--- src/mfc_pkg.sv ---
// Purpose: shared constants, types and helpers of the buffer and FIFO config registers
// Assumes: register indices as printed; byte address is four times the index
// Notes: data words are 16 bits and sit in the low half of the 32-bit bus
package mfc_pkg;

  // register indices; byte address = 4 * index
  localparam logic [9:0] IDX_FIFO_SIZE = 10'h018;
  localparam logic [9:0] IDX_RX_FRAME_ID = 10'h140;
  localparam logic [9:0] IDX_TX_FRAME_ID = 10'h180;
  localparam logic [9:0] IDX_TX_CYC_LEN = 10'h182;
  localparam logic [9:0] IDX_TX_HCRC = 10'h184;
  localparam logic [9:0] IDX_TX_DATA_FIRST = 10'h186;
  localparam logic [9:0] IDX_TX_DATA_LAST = 10'h1A4;
  localparam logic [9:0] IDX_TX_SLOT_STATUS = 10'h1A6;
  localparam logic [9:0] IDX_BUF_CS_FIRST = 10'h200;
  localparam logic [9:0] IDX_BUF_CS_LAST = 10'h2E8;

  // buffer counts and fifo size encoding
  localparam int unsigned NUM_BUF = 59;
  localparam int unsigned NUM_TX_WORDS = 16;
  localparam logic [5:0] FIFO_MAX_CODE = 6'h3A;
  localparam logic [5:0] FIFO_MAX_COUNT = 6'h3B;
  localparam logic [5:0] FIFO_SIZE_RESET = 6'h00;

  // host-writable bit masks
  localparam logic [15:0] FIFO_HOST_MASK = 16'h003F;
  localparam logic [15:0] RX_FID_HOST_MASK = 16'h07FF;
  localparam logic [15:0] TX_FID_HOST_MASK = 16'hC7FF;
  localparam logic [15:0] TX_LEN_HOST_MASK = 16'h007F;
  localparam logic [15:0] TX_HCRC_HOST_MASK = 16'h07FF;
  localparam logic [15:0] TX_DATA_HOST_MASK = 16'hFFFF;
  localparam logic [15:0] CS_HOST_MASK = 16'hFF4D;

  // field positions
  localparam int unsigned CS_IRQ_FLAG_BIT = 2;
  localparam int unsigned RX_HW_FLAGS_LSB = 11;
  localparam int unsigned TX_CONFLICT_BIT = 0;
  localparam logic [15:0] WORD_RESET = 16'h0000;

  typedef enum logic [3:0] {
    REG_NONE, REG_FIFO_SIZE, REG_RX_FID, REG_TX_FID, REG_TX_CYC_LEN,
    REG_TX_HCRC, REG_TX_DATA, REG_TX_STATUS, REG_BUF_CS
  } mfc_reg_t;

  // one host write toward a word store
  typedef struct packed {
    logic en;
    logic [5:0] idx;
    logic [15:0] data;
    logic [1:0] strb;
  } mfc_wr_t;

  // header flags delivered by the receive path
  typedef struct packed {
    logic load;
    logic [4:0] flags;
  } mfc_rx_hdr_t;

  // byte-lane write merge limited to the host-writable bits
  function automatic logic [15:0] mfc_merge(input logic [15:0] old_word,
      input logic [15:0] new_word, input logic [1:0] strb, input logic [15:0] mask);
    logic [15:0] lane;
    lane = {{8{strb[1]}}, {8{strb[0]}}} & mask;
    return (old_word & ~lane) | (new_word & lane);
  endfunction : mfc_merge

endpackage : mfc_pkg

--- src/mfc_cs_bank.sv ---
// Purpose: per-buffer control, configuration and status words
// Assumes: host write and flag set arrive on the same clock
// Notes: reserved bits stay zero; a flag set beats a host write
`timescale 1ns/10ps
`default_nettype none
module mfc_cs_bank
  import mfc_pkg::*;
#(
  parameter int unsigned NBUF = NUM_BUF
) (
  input wire logic clk,
  input wire logic rst_n,
  input wire mfc_wr_t wr,
  input wire logic flag_set,
  input wire logic [5:0] flag_idx,
  input wire logic [5:0] host_idx,
  input wire logic [5:0] core_idx,
  output logic [15:0] host_word,
  output var logic [15:0] core_word
);

  logic [15:0] word [NBUF];

  // one word per buffer
  for (genvar i = 0; i < NBUF; i++) begin : g_buf
    always_ff @(posedge clk or negedge rst_n) begin
      if (!rst_n) begin
        word[i] <= WORD_RESET;
      end else begin
        if (wr.en && wr.idx == 6'(i)) begin
          word[i] <= mfc_merge(word[i], wr.data, wr.strb, CS_HOST_MASK);
        end
        if (flag_set && flag_idx == 6'(i)) begin
          word[i][CS_IRQ_FLAG_BIT] <= 1'b1;
        end
      end
    end
  end

  // host read port
  always_comb begin
    host_word = WORD_RESET;
    if (host_idx < 6'(NBUF)) begin
      host_word = word[host_idx];
    end
  end

  // core read port, one cycle late
  always_ff @(posedge clk or negedge rst_n) begin
    if (!rst_n) begin
      core_word <= WORD_RESET;
    end else if (core_idx < 6'(NBUF)) begin
      core_word <= word[core_idx];
    end else begin
      core_word <= WORD_RESET;
    end
  end

endmodule : mfc_cs_bank
`default_nettype wire

--- src/mfc_fifo_map.sv ---
// Purpose: turn the fifo size code into the number of fifo buffers
// Assumes: code sampled on the register clock
// Notes: codes past the top one saturate to the full set
`timescale 1ns/10ps
`default_nettype none
module mfc_fifo_map
  import mfc_pkg::*;
(
  input wire logic clk,
  input wire logic rst_n,
  input wire logic [5:0] size_code,
  output var logic [5:0] buf_count
);

  // fifo holds buffers 0 .. count-1
  always_ff @(posedge clk or negedge rst_n) begin
    if (!rst_n) begin
      buf_count <= FIFO_SIZE_RESET;
    end else if (size_code > FIFO_MAX_CODE) begin
      buf_count <= FIFO_MAX_COUNT;
    end else begin
      buf_count <= size_code;
    end
  end

endmodule : mfc_fifo_map
`default_nettype wire

--- src/mfc_regs.sv ---
// Purpose: APB register bank for message buffer and receive fifo setup
// Assumes: core-side inputs share pclk; APB master follows the protocol
// Notes: zero-wait slave; unmapped addresses answer with pslverr
// Summary of operation
// - fifo is buffers from index 0 upward
// - fifo size writable only in configuration state
// - size n gives buffers 0..n-1
// - larger codes give buffers 0..58
// - 59 control words at base plus 4n
// - flag, enable, config, valid bits reset zero
// - transmit cycle-count bits never updated
// - sixteen payload words, even byte low
// - only conflict bit of transmit status updates
// - receive frame id host bits; flags hardware
`timescale 1ns/10ps
`default_nettype none
module mfc_regs
  import mfc_pkg::*;
(
  input wire logic pclk,
  input wire logic presetn,
  input wire logic psel,
  input wire logic penable,
  input wire logic pwrite,
  input wire logic [11:0] paddr,
  input wire logic [31:0] pwdata,
  input wire logic [3:0] pstrb,
  output var logic [31:0] prdata,
  output var logic pready,
  output var logic pslverr,
  input wire logic cfg_state,
  input wire mfc_rx_hdr_t rx_hdr,
  input wire logic tx_status_load,
  input wire logic tx_conflict,
  input wire logic flag_set,
  input wire logic [5:0] flag_idx,
  input wire logic [3:0] core_word_idx,
  input wire logic [5:0] core_buf_idx,
  output logic [5:0] fifo_buf_count,
  output var logic [15:0] tx_frame_id,
  output var logic [6:0] tx_payload_len,
  output var logic [10:0] tx_header_crc,
  output var logic [15:0] rx_frame_id,
  output var logic [15:0] core_word_data,
  output logic [15:0] core_buf_word,
  output var logic fifo_write_refused
);

  // decode an index into a register group
  function automatic mfc_reg_t mfc_decode(input logic [11:0] addr);
    logic [9:0] idx;
    mfc_reg_t r;
    idx = addr[11:2];
    r = REG_NONE;
    if (addr[1:0] != 2'b00) begin
      r = REG_NONE;
    end else if (idx == IDX_FIFO_SIZE) begin
      r = REG_FIFO_SIZE;
    end else if (idx == IDX_RX_FRAME_ID) begin
      r = REG_RX_FID;
    end else if (idx == IDX_TX_FRAME_ID) begin
      r = REG_TX_FID;
    end else if (idx == IDX_TX_CYC_LEN) begin
      r = REG_TX_CYC_LEN;
    end else if (idx == IDX_TX_HCRC) begin
      r = REG_TX_HCRC;
    end else if (idx >= IDX_TX_DATA_FIRST && idx <= IDX_TX_DATA_LAST
        && idx[0] == 1'b0) begin
      r = REG_TX_DATA;
    end else if (idx == IDX_TX_SLOT_STATUS) begin
      r = REG_TX_STATUS;
    end else if (idx >= IDX_BUF_CS_FIRST && idx <= IDX_BUF_CS_LAST
        && idx[1:0] == 2'b00) begin
      r = REG_BUF_CS;
    end
    return r;
  endfunction : mfc_decode

  logic [5:0] fifo_code;
  logic [15:0] tx_cyc_len;
  logic [15:0] tx_hcrc;
  logic [15:0] tx_data [NUM_TX_WORDS];
  logic transmit_conflict_bit;
  mfc_reg_t rd_sel;
  mfc_reg_t wr_sel;
  logic wr_go;
  logic wr_fifo;
  logic wr_rx_fid;
  logic wr_tx_fid;
  logic wr_tx_len;
  logic wr_tx_hcrc;
  logic wr_tx_data;
  logic wr_cs;
  logic [9:0] data_off;
  logic [9:0] cs_off;
  logic [3:0] data_word;
  logic [5:0] cs_idx;
  logic [15:0] wdata;
  logic [1:0] wstrb;
  logic [15:0] cs_host_word;
  logic [15:0] rd_word;
  mfc_wr_t cs_wr;

  // request decode; address is held by the master through the access phase
  assign rd_sel = mfc_decode(paddr);
  assign wr_sel = mfc_decode(paddr);
  assign wr_go = psel && penable && pready && pwrite;
  assign data_off = paddr[11:2] - IDX_TX_DATA_FIRST;
  assign cs_off = paddr[11:2] - IDX_BUF_CS_FIRST;
  assign data_word = data_off[4:1];
  assign cs_idx = cs_off[7:2];
  assign wdata = pwdata[15:0];
  assign wstrb = pstrb[1:0];

  // one write strobe per host-writable register group, raised only on the completing edge
  always_comb begin
    wr_fifo = 1'b0;
    wr_rx_fid = 1'b0;
    wr_tx_fid = 1'b0;
    wr_tx_len = 1'b0;
    wr_tx_hcrc = 1'b0;
    wr_tx_data = 1'b0;
    wr_cs = 1'b0;
    if (wr_go) begin
      case (wr_sel)
        REG_FIFO_SIZE: begin
          wr_fifo = 1'b1;
        end
        REG_RX_FID: begin
          wr_rx_fid = 1'b1;
        end
        REG_TX_FID: begin
          wr_tx_fid = 1'b1;
        end
        REG_TX_CYC_LEN: begin
          wr_tx_len = 1'b1;
        end
        REG_TX_HCRC: begin
          wr_tx_hcrc = 1'b1;
        end
        REG_TX_DATA: begin
          wr_tx_data = 1'b1;
        end
        REG_BUF_CS: begin
          wr_cs = 1'b1;
        end
        default: begin
          wr_cs = 1'b0; // status and unmapped writes go nowhere
        end
      endcase
    end
  end

  // access phase always completes in one cycle
  always_ff @(posedge pclk or negedge presetn) begin
    if (!presetn) begin
      pready <= 1'b0;
    end else begin
      pready <= psel && !penable;
    end
  end

  // unmapped or misaligned addresses raise an error
  always_ff @(posedge pclk or negedge presetn) begin
    if (!presetn) begin
      pslverr <= 1'b0;
    end else if (psel && !penable) begin
      pslverr <= (rd_sel == REG_NONE);
    end else begin
      pslverr <= 1'b0;
    end
  end

  // fifo size code; only taken in configuration state
  always_ff @(posedge pclk or negedge presetn) begin
    if (!presetn) begin
      fifo_code <= FIFO_SIZE_RESET;
    end else if (wr_fifo && cfg_state) begin
      fifo_code <= 6'(mfc_merge({10'h000, fifo_code}, wdata, wstrb,
          FIFO_HOST_MASK));
    end
  end

  // flag a write dropped outside configuration state
  always_ff @(posedge pclk or negedge presetn) begin
    if (!presetn) begin
      fifo_write_refused <= 1'b0;
    end else begin
      fifo_write_refused <= wr_fifo && !cfg_state;
    end
  end

  // saturating size to buffer count
  mfc_fifo_map u_fifo_map (
    .clk(pclk),
    .rst_n(presetn),
    .size_code(fifo_code),
    .buf_count(fifo_buf_count)
  );

  // receive frame id: host id bits, hardware header flags
  always_ff @(posedge pclk or negedge presetn) begin
    if (!presetn) begin
      rx_frame_id <= WORD_RESET;
    end else begin
      if (wr_rx_fid) begin
        rx_frame_id <= mfc_merge(rx_frame_id, wdata, wstrb,
            RX_FID_HOST_MASK);
      end
      if (rx_hdr.load) begin
        rx_frame_id[RX_HW_FLAGS_LSB +: 5] <= rx_hdr.flags;
      end
    end
  end

  // transmit frame id; indicator bits 13..11 stay zero
  always_ff @(posedge pclk or negedge presetn) begin
    if (!presetn) begin
      tx_frame_id <= WORD_RESET;
    end else if (wr_tx_fid) begin
      tx_frame_id <= mfc_merge(tx_frame_id, wdata, wstrb, TX_FID_HOST_MASK);
    end
  end

  // transmit length; cycle-count bits are never written
  always_ff @(posedge pclk or negedge presetn) begin
    if (!presetn) begin
      tx_cyc_len <= WORD_RESET;
    end else if (wr_tx_len) begin
      tx_cyc_len <= mfc_merge(tx_cyc_len, wdata, wstrb, TX_LEN_HOST_MASK);
    end
  end

  assign tx_payload_len = tx_cyc_len[6:0];

  // transmit header crc
  always_ff @(posedge pclk or negedge presetn) begin
    if (!presetn) begin
      tx_hcrc <= WORD_RESET;
    end else if (wr_tx_hcrc) begin
      tx_hcrc <= mfc_merge(tx_hcrc, wdata, wstrb, TX_HCRC_HOST_MASK);
    end
  end

  assign tx_header_crc = tx_hcrc[10:0];

  // payload words: byte 2n low, byte 2n+1 high
  for (genvar w = 0; w < NUM_TX_WORDS; w++) begin : g_txd
    always_ff @(posedge pclk or negedge presetn) begin
      if (!presetn) begin
        tx_data[w] <= WORD_RESET;
      end else if (wr_tx_data && data_word == 4'(w)) begin
        tx_data[w] <= mfc_merge(tx_data[w], wdata, wstrb,
            TX_DATA_HOST_MASK);
      end
    end
  end

  // core reads payload one cycle after asking
  always_ff @(posedge pclk or negedge presetn) begin
    if (!presetn) begin
      core_word_data <= WORD_RESET;
    end else begin
      core_word_data <= tx_data[core_word_idx];
    end
  end

  // conflict bit follows the transmit path only
  always_ff @(posedge pclk or negedge presetn) begin
    if (!presetn) begin
      transmit_conflict_bit <= 1'b0;
    end else if (tx_status_load) begin
      transmit_conflict_bit <= tx_conflict;
    end
  end

  // control word writes toward the bank
  always_comb begin
    cs_wr = '0;
    cs_wr.en = wr_cs;
    cs_wr.idx = cs_idx;
    cs_wr.data = wdata;
    cs_wr.strb = wstrb;
  end

  // per-buffer control and status storage
  mfc_cs_bank #(
    .NBUF(NUM_BUF)
  ) u_cs_bank (
    .clk(pclk),
    .rst_n(presetn),
    .wr(cs_wr),
    .flag_set(flag_set),
    .flag_idx(flag_idx),
    .host_idx(cs_idx),
    .core_idx(core_buf_idx),
    .host_word(cs_host_word),
    .core_word(core_buf_word)
  );

  // read word by group; status bits other than the conflict bit read zero
  always_comb begin
    rd_word = WORD_RESET;
    case (rd_sel)
      REG_FIFO_SIZE: begin
        rd_word = {10'h000, fifo_code};
      end
      REG_RX_FID: begin
        rd_word = rx_frame_id;
      end
      REG_TX_FID: begin
        rd_word = tx_frame_id;
      end
      REG_TX_CYC_LEN: begin
        rd_word = tx_cyc_len;
      end
      REG_TX_HCRC: begin
        rd_word = tx_hcrc;
      end
      REG_TX_DATA: begin
        rd_word = tx_data[data_word];
      end
      REG_TX_STATUS: begin
        rd_word = WORD_RESET;
        rd_word[TX_CONFLICT_BIT] = transmit_conflict_bit;
      end
      REG_BUF_CS: begin
        rd_word = cs_host_word;
      end
      default: begin
        rd_word = WORD_RESET;
      end
    endcase
  end

  // read data captured in the setup cycle
  always_ff @(posedge pclk or negedge presetn) begin
    if (!presetn) begin
      prdata <= 32'h00000000;
    end else if (psel && !penable && !pwrite) begin
      prdata <= {16'h0000, rd_word};
    end else if (psel && !penable) begin
      prdata <= 32'h00000000;
    end
  end

endmodule : mfc_regs
`default_nettype wire

--- config.mk ---
export PLATFORM = sky130hd
export DESIGN_NAME = mfc_regs
export DESIGN_NICKNAME = d
export VERILOG_FILES = /design/src/mfc_pkg.sv /design/src/mfc_cs_bank.sv /design/src/mfc_fifo_map.sv /design/src/mfc_regs.sv
export SDC_FILE = /design/constraint.sdc
export NUM_CORES = 2
export LEC_CHECK = 0
export BUFFER_PORTS_ARGS = -buffer_cell sky130_fd_sc_hd__buf_2
export CAP_MARGIN = 20
export CORE_MARGIN = 2
export CORE_UTILIZATION = 39
export CTS_CLUSTER_SIZE = 12
export DETAILED_ROUTE_END_ITERATION = 10
export PLACE_DENSITY_LB_ADDON = 0.25
export SYNTH_ARGS = -nofsm -noshare
export SYNTH_HDL_FRONTEND = slang
export SYNTH_HIERARCHICAL = 1
export SYNTH_SLANG_ARGS = --single-unit
--- constraint.sdc ---
create_clock -name pclk -period 2.5 [get_ports pclk]
set_clock_uncertainty 0.05 [all_clocks]
set_input_delay 0 -clock pclk [delete_from_list [all_inputs] [get_ports pclk]]
set_output_delay 0 -clock pclk [all_outputs]
set_load 0.01 [all_outputs]
==> results.ini <==
[sta]
timing.final.crit_share = 1.09
setup_viol = 8
relSlewSlack = 0.207
period_needed_ns = 2.71
hold_violations = 0
rsz0062_at_grt = true
setup_ws_ns = -0.214
tns_ns = -0.642
worstMarginPinSlew_ns = 1.19
drv_slew = 0
fmax_mhz = 368

[outcome]
status = finished, violations left
violations = negative setup slack

[run]
drv_cap = 0

[synthesis]
async_reset_ff_frac = 1.00
syn-cell-area_um2 = 57300
synth_warnings = 6
ys_seq_area_frac = 0.467
synth_top_cell_area_share = 0.467
syn-instance-count = 3933
synth_edf_count = 0
synth_largest_area_cell = dfrtp_1
synth.distinct_cells = 83
syn_avg_cell_area_um2 = 14.6
synth_seq_cells = 1071
netlist_top_cells_area = dfrtp_1 (47%), mux2_2 (19%), mux4_2 (18%), mux2i_1 (2.9%), a22oi_1 (1.2%)
synth_ff_type = dfrtp_1

[worst_setup_path]
worstSetupEndpointType = register
r2r_end = prdata[14]
reg2regPathDepth = 8
rrSetupSlack_ns = -0.21
cp_max_fo = 3
crit_chain = mux4_2 > a22o_1 > a221o_1 > o21ai_0 > o211ai_1 > a222oi_1 > a21oi_1 > a21o_1
critPathKind = register to register
required_ns = 3.10
slowest_delay_ns = 0.52
r2r_start = u_cs_bank/word[446]
crit_arrival_ns = 3.31
slowest_stage = mux4_2
startpoint_type = register

[power_and_ir_drop]
swShare = 0.253
p_int_mw = 29.3
power.leakage_nw = 33.0
power_density_nw_per_um2 = 551
switching_power_mw = 9.91
ir_worst_vdd_v = 0.000699
p_clk_frac = 0.455
power.share.sequential = 0.452
pwr-share-comb = 0.092

[place]
portBuffers = 160
placed_cells = 6313
dp_hpwl_um = 133000
gp_congestion = 0.883

[final_layout]
num-fill-cells = 12600
drive_gt1_frac = 0.535
final_util = 0.488
final_net_count = 4682
final_cells = 6611
final_common_cell = dfrtp_1
areaGrowthSynthToFinish_pct = 24.0
final_cell_mix = dfrtp_1 (1071), mux2_2 (917), mux4_2 (471)
multiInputGateArea_um2 = 29400
regArea_um2 = 26800

[global_route]
use_met3 = 0.0399
grt_pass1_vias = 40200
grt.busiest_layer = met2
gr-total-overflow = 0
grt_antenna_before_repair = 7
grt_pass1_wl_um = 278000
grt.met1_usage = 0.345
grt_use_met2 = 0.403
grt_max_degree = 105
grt_util_all_layers = 0.248

[clock_network]
ctsLongestPathBuffers = 3
cts.sinks = 1071
cts_buffers = 121
insertion_delay_ns = 0.76
clk_pin_slew_ns = 0.06
cts_htree_levels = 3
root_buffer = clkbuf_16
tritoncts = built

[hold_path]
holdPathEnd = core_word_data[14]
holdCritStartpoint = core_word_idx[2]
min_path_cells = 2
hp-class = input pin to register

[floorplan]
fp.dieH_um = 387
rows = 140
die-area_um2 = 150000
ioPinCount = 202
die_w_um = 387
start_util = 0.393
core_area_um2 = 146000

[route]
drt-pass1-iter-count = 7
route.detailed.wl_per_inst_um = 28.2
vias_per_cell = 5.94
drt-initial-drc-count = 3485
final_antenna_net_count = 0
drc_errors = 0
via_count = 39200
wirelength_um = 186000

per-layer routing:
layer | share of wire | routed length, um
met1 | 0.43 | 79700
met2 | 0.48 | 90300
met3 | 0.060 | 11200
met4 | 0.027 | 5110
met5 | 0.00027 | 50
power by group through the flow:
stage / Sequential, mW / Clock, mW / Combinational (mW)
after detailed placement: 18.0 / 0 / 3.53
after floorplan: 18.0 / 0 / 1.81
after CTS: 17.7 / 18.2 / 3.63
after global routing: 17.7 / 18.9 / 3.87
after global placement: 18.0 / 0 / 3.52
final: 17.7 / 17.8 / 3.62
critical path, delay by kind of cell (launching register included):
kind               cells  cell delay [ns]
muxes                  1             0.52
DFF                    1             0.42
AOI/OAI and AO/OA      7             1.60
cells by family after synthesis:
family / share of synthesized area
AOI/OAI and AO/OA: 0.0465
xor gates and xnor gates: 0.00105
and+or+nand+nor: 0.0457
muxes: 0.408
buffers and inverters: 0.0305
adders and majority gates: 0.000873
DFF: 0.467
other: 0.000131
metrics by stage:
step	cell area [um^2]	hold slack, ns	setup WS [ns]	total power, mW
global route	71100	0.0331	-0.272	40.5
detailed placement	66200	-0.0704	-0.996	21.6
finish	71100	0.0158	-0.214	39.2
CTS	71000	0.00180	-0.175	39.5
global placement	66200	-0.0714	-1.10	21.5
floorplan	57900	-0.346	-0.326	19.8
how the worst max path moves through the flow:
stage / end / cells past startpoint / slack [ns] / start
final: prdata[14] / 8 / -0.21 / u_cs_bank/word[446]
after CTS: prdata[10] / 8 / -0.18 / u_cs_bank/word[442]
after global placement: u_cs_bank/word[626] / 12 / -1.10 / paddr[3]
after detailed placement: u_cs_bank/word[937] / 11 / -1.0 / paddr[3]
after floorplan: prdata[10] / 13 / -0.33 / paddr[3]
after global routing: prdata[10] / 8 / -0.27 / u_cs_bank/word[442]
Yosys cell counts, drive strengths merged (19+ instances only):
library cell and count:
a211oi 21, a21oi 62, a22oi 94, and3 19
buf 171, clkbuf 166, dfrtp 1071, mux2 966
mux2i 167, mux4 480, nand2 174, nand3 50
nor2 139, nor2b 34, o21ai 110
layout make-up:
| cell class | count | area share |
|---|---|---|
| antenna | 1 | 0.0000352 |
| clock buffer | 181 | 0.0500 |
| clock inverter | 36 | 0.00561 |
| inverter | 7 | 0.000440 |
| multi-input combinational | 2543 | 0.414 |
| sequential | 1071 | 0.377 |
| tap | 1917 | 0.0337 |
| timing repair buffer | 855 | 0.119 |
flip-flops by register name, summed over array words and instances (netlist names), 6 cells and up:
register and cells:
u_cs_bank/word 708, tx_data 256, core_word_data 16, prdata 16, rx_frame_id 16, tx_frame_id 13, u_cs_bank/core_word 12, tx_hcrc 11
tx_cyc_len 7, fifo_code 6, u_fifo_map/buf_count 6
what timing repair did:
item                       4_1_cts  5_1_grt
setup endpoints to repair      329       33
hold endpoints to repair      1826        0
hold buffers                    69        0
pin swaps                       16       25
buffers inserted                 5        7
resized for setup               13       20
No activity file was read; power rests on OpenSTA's default activity.
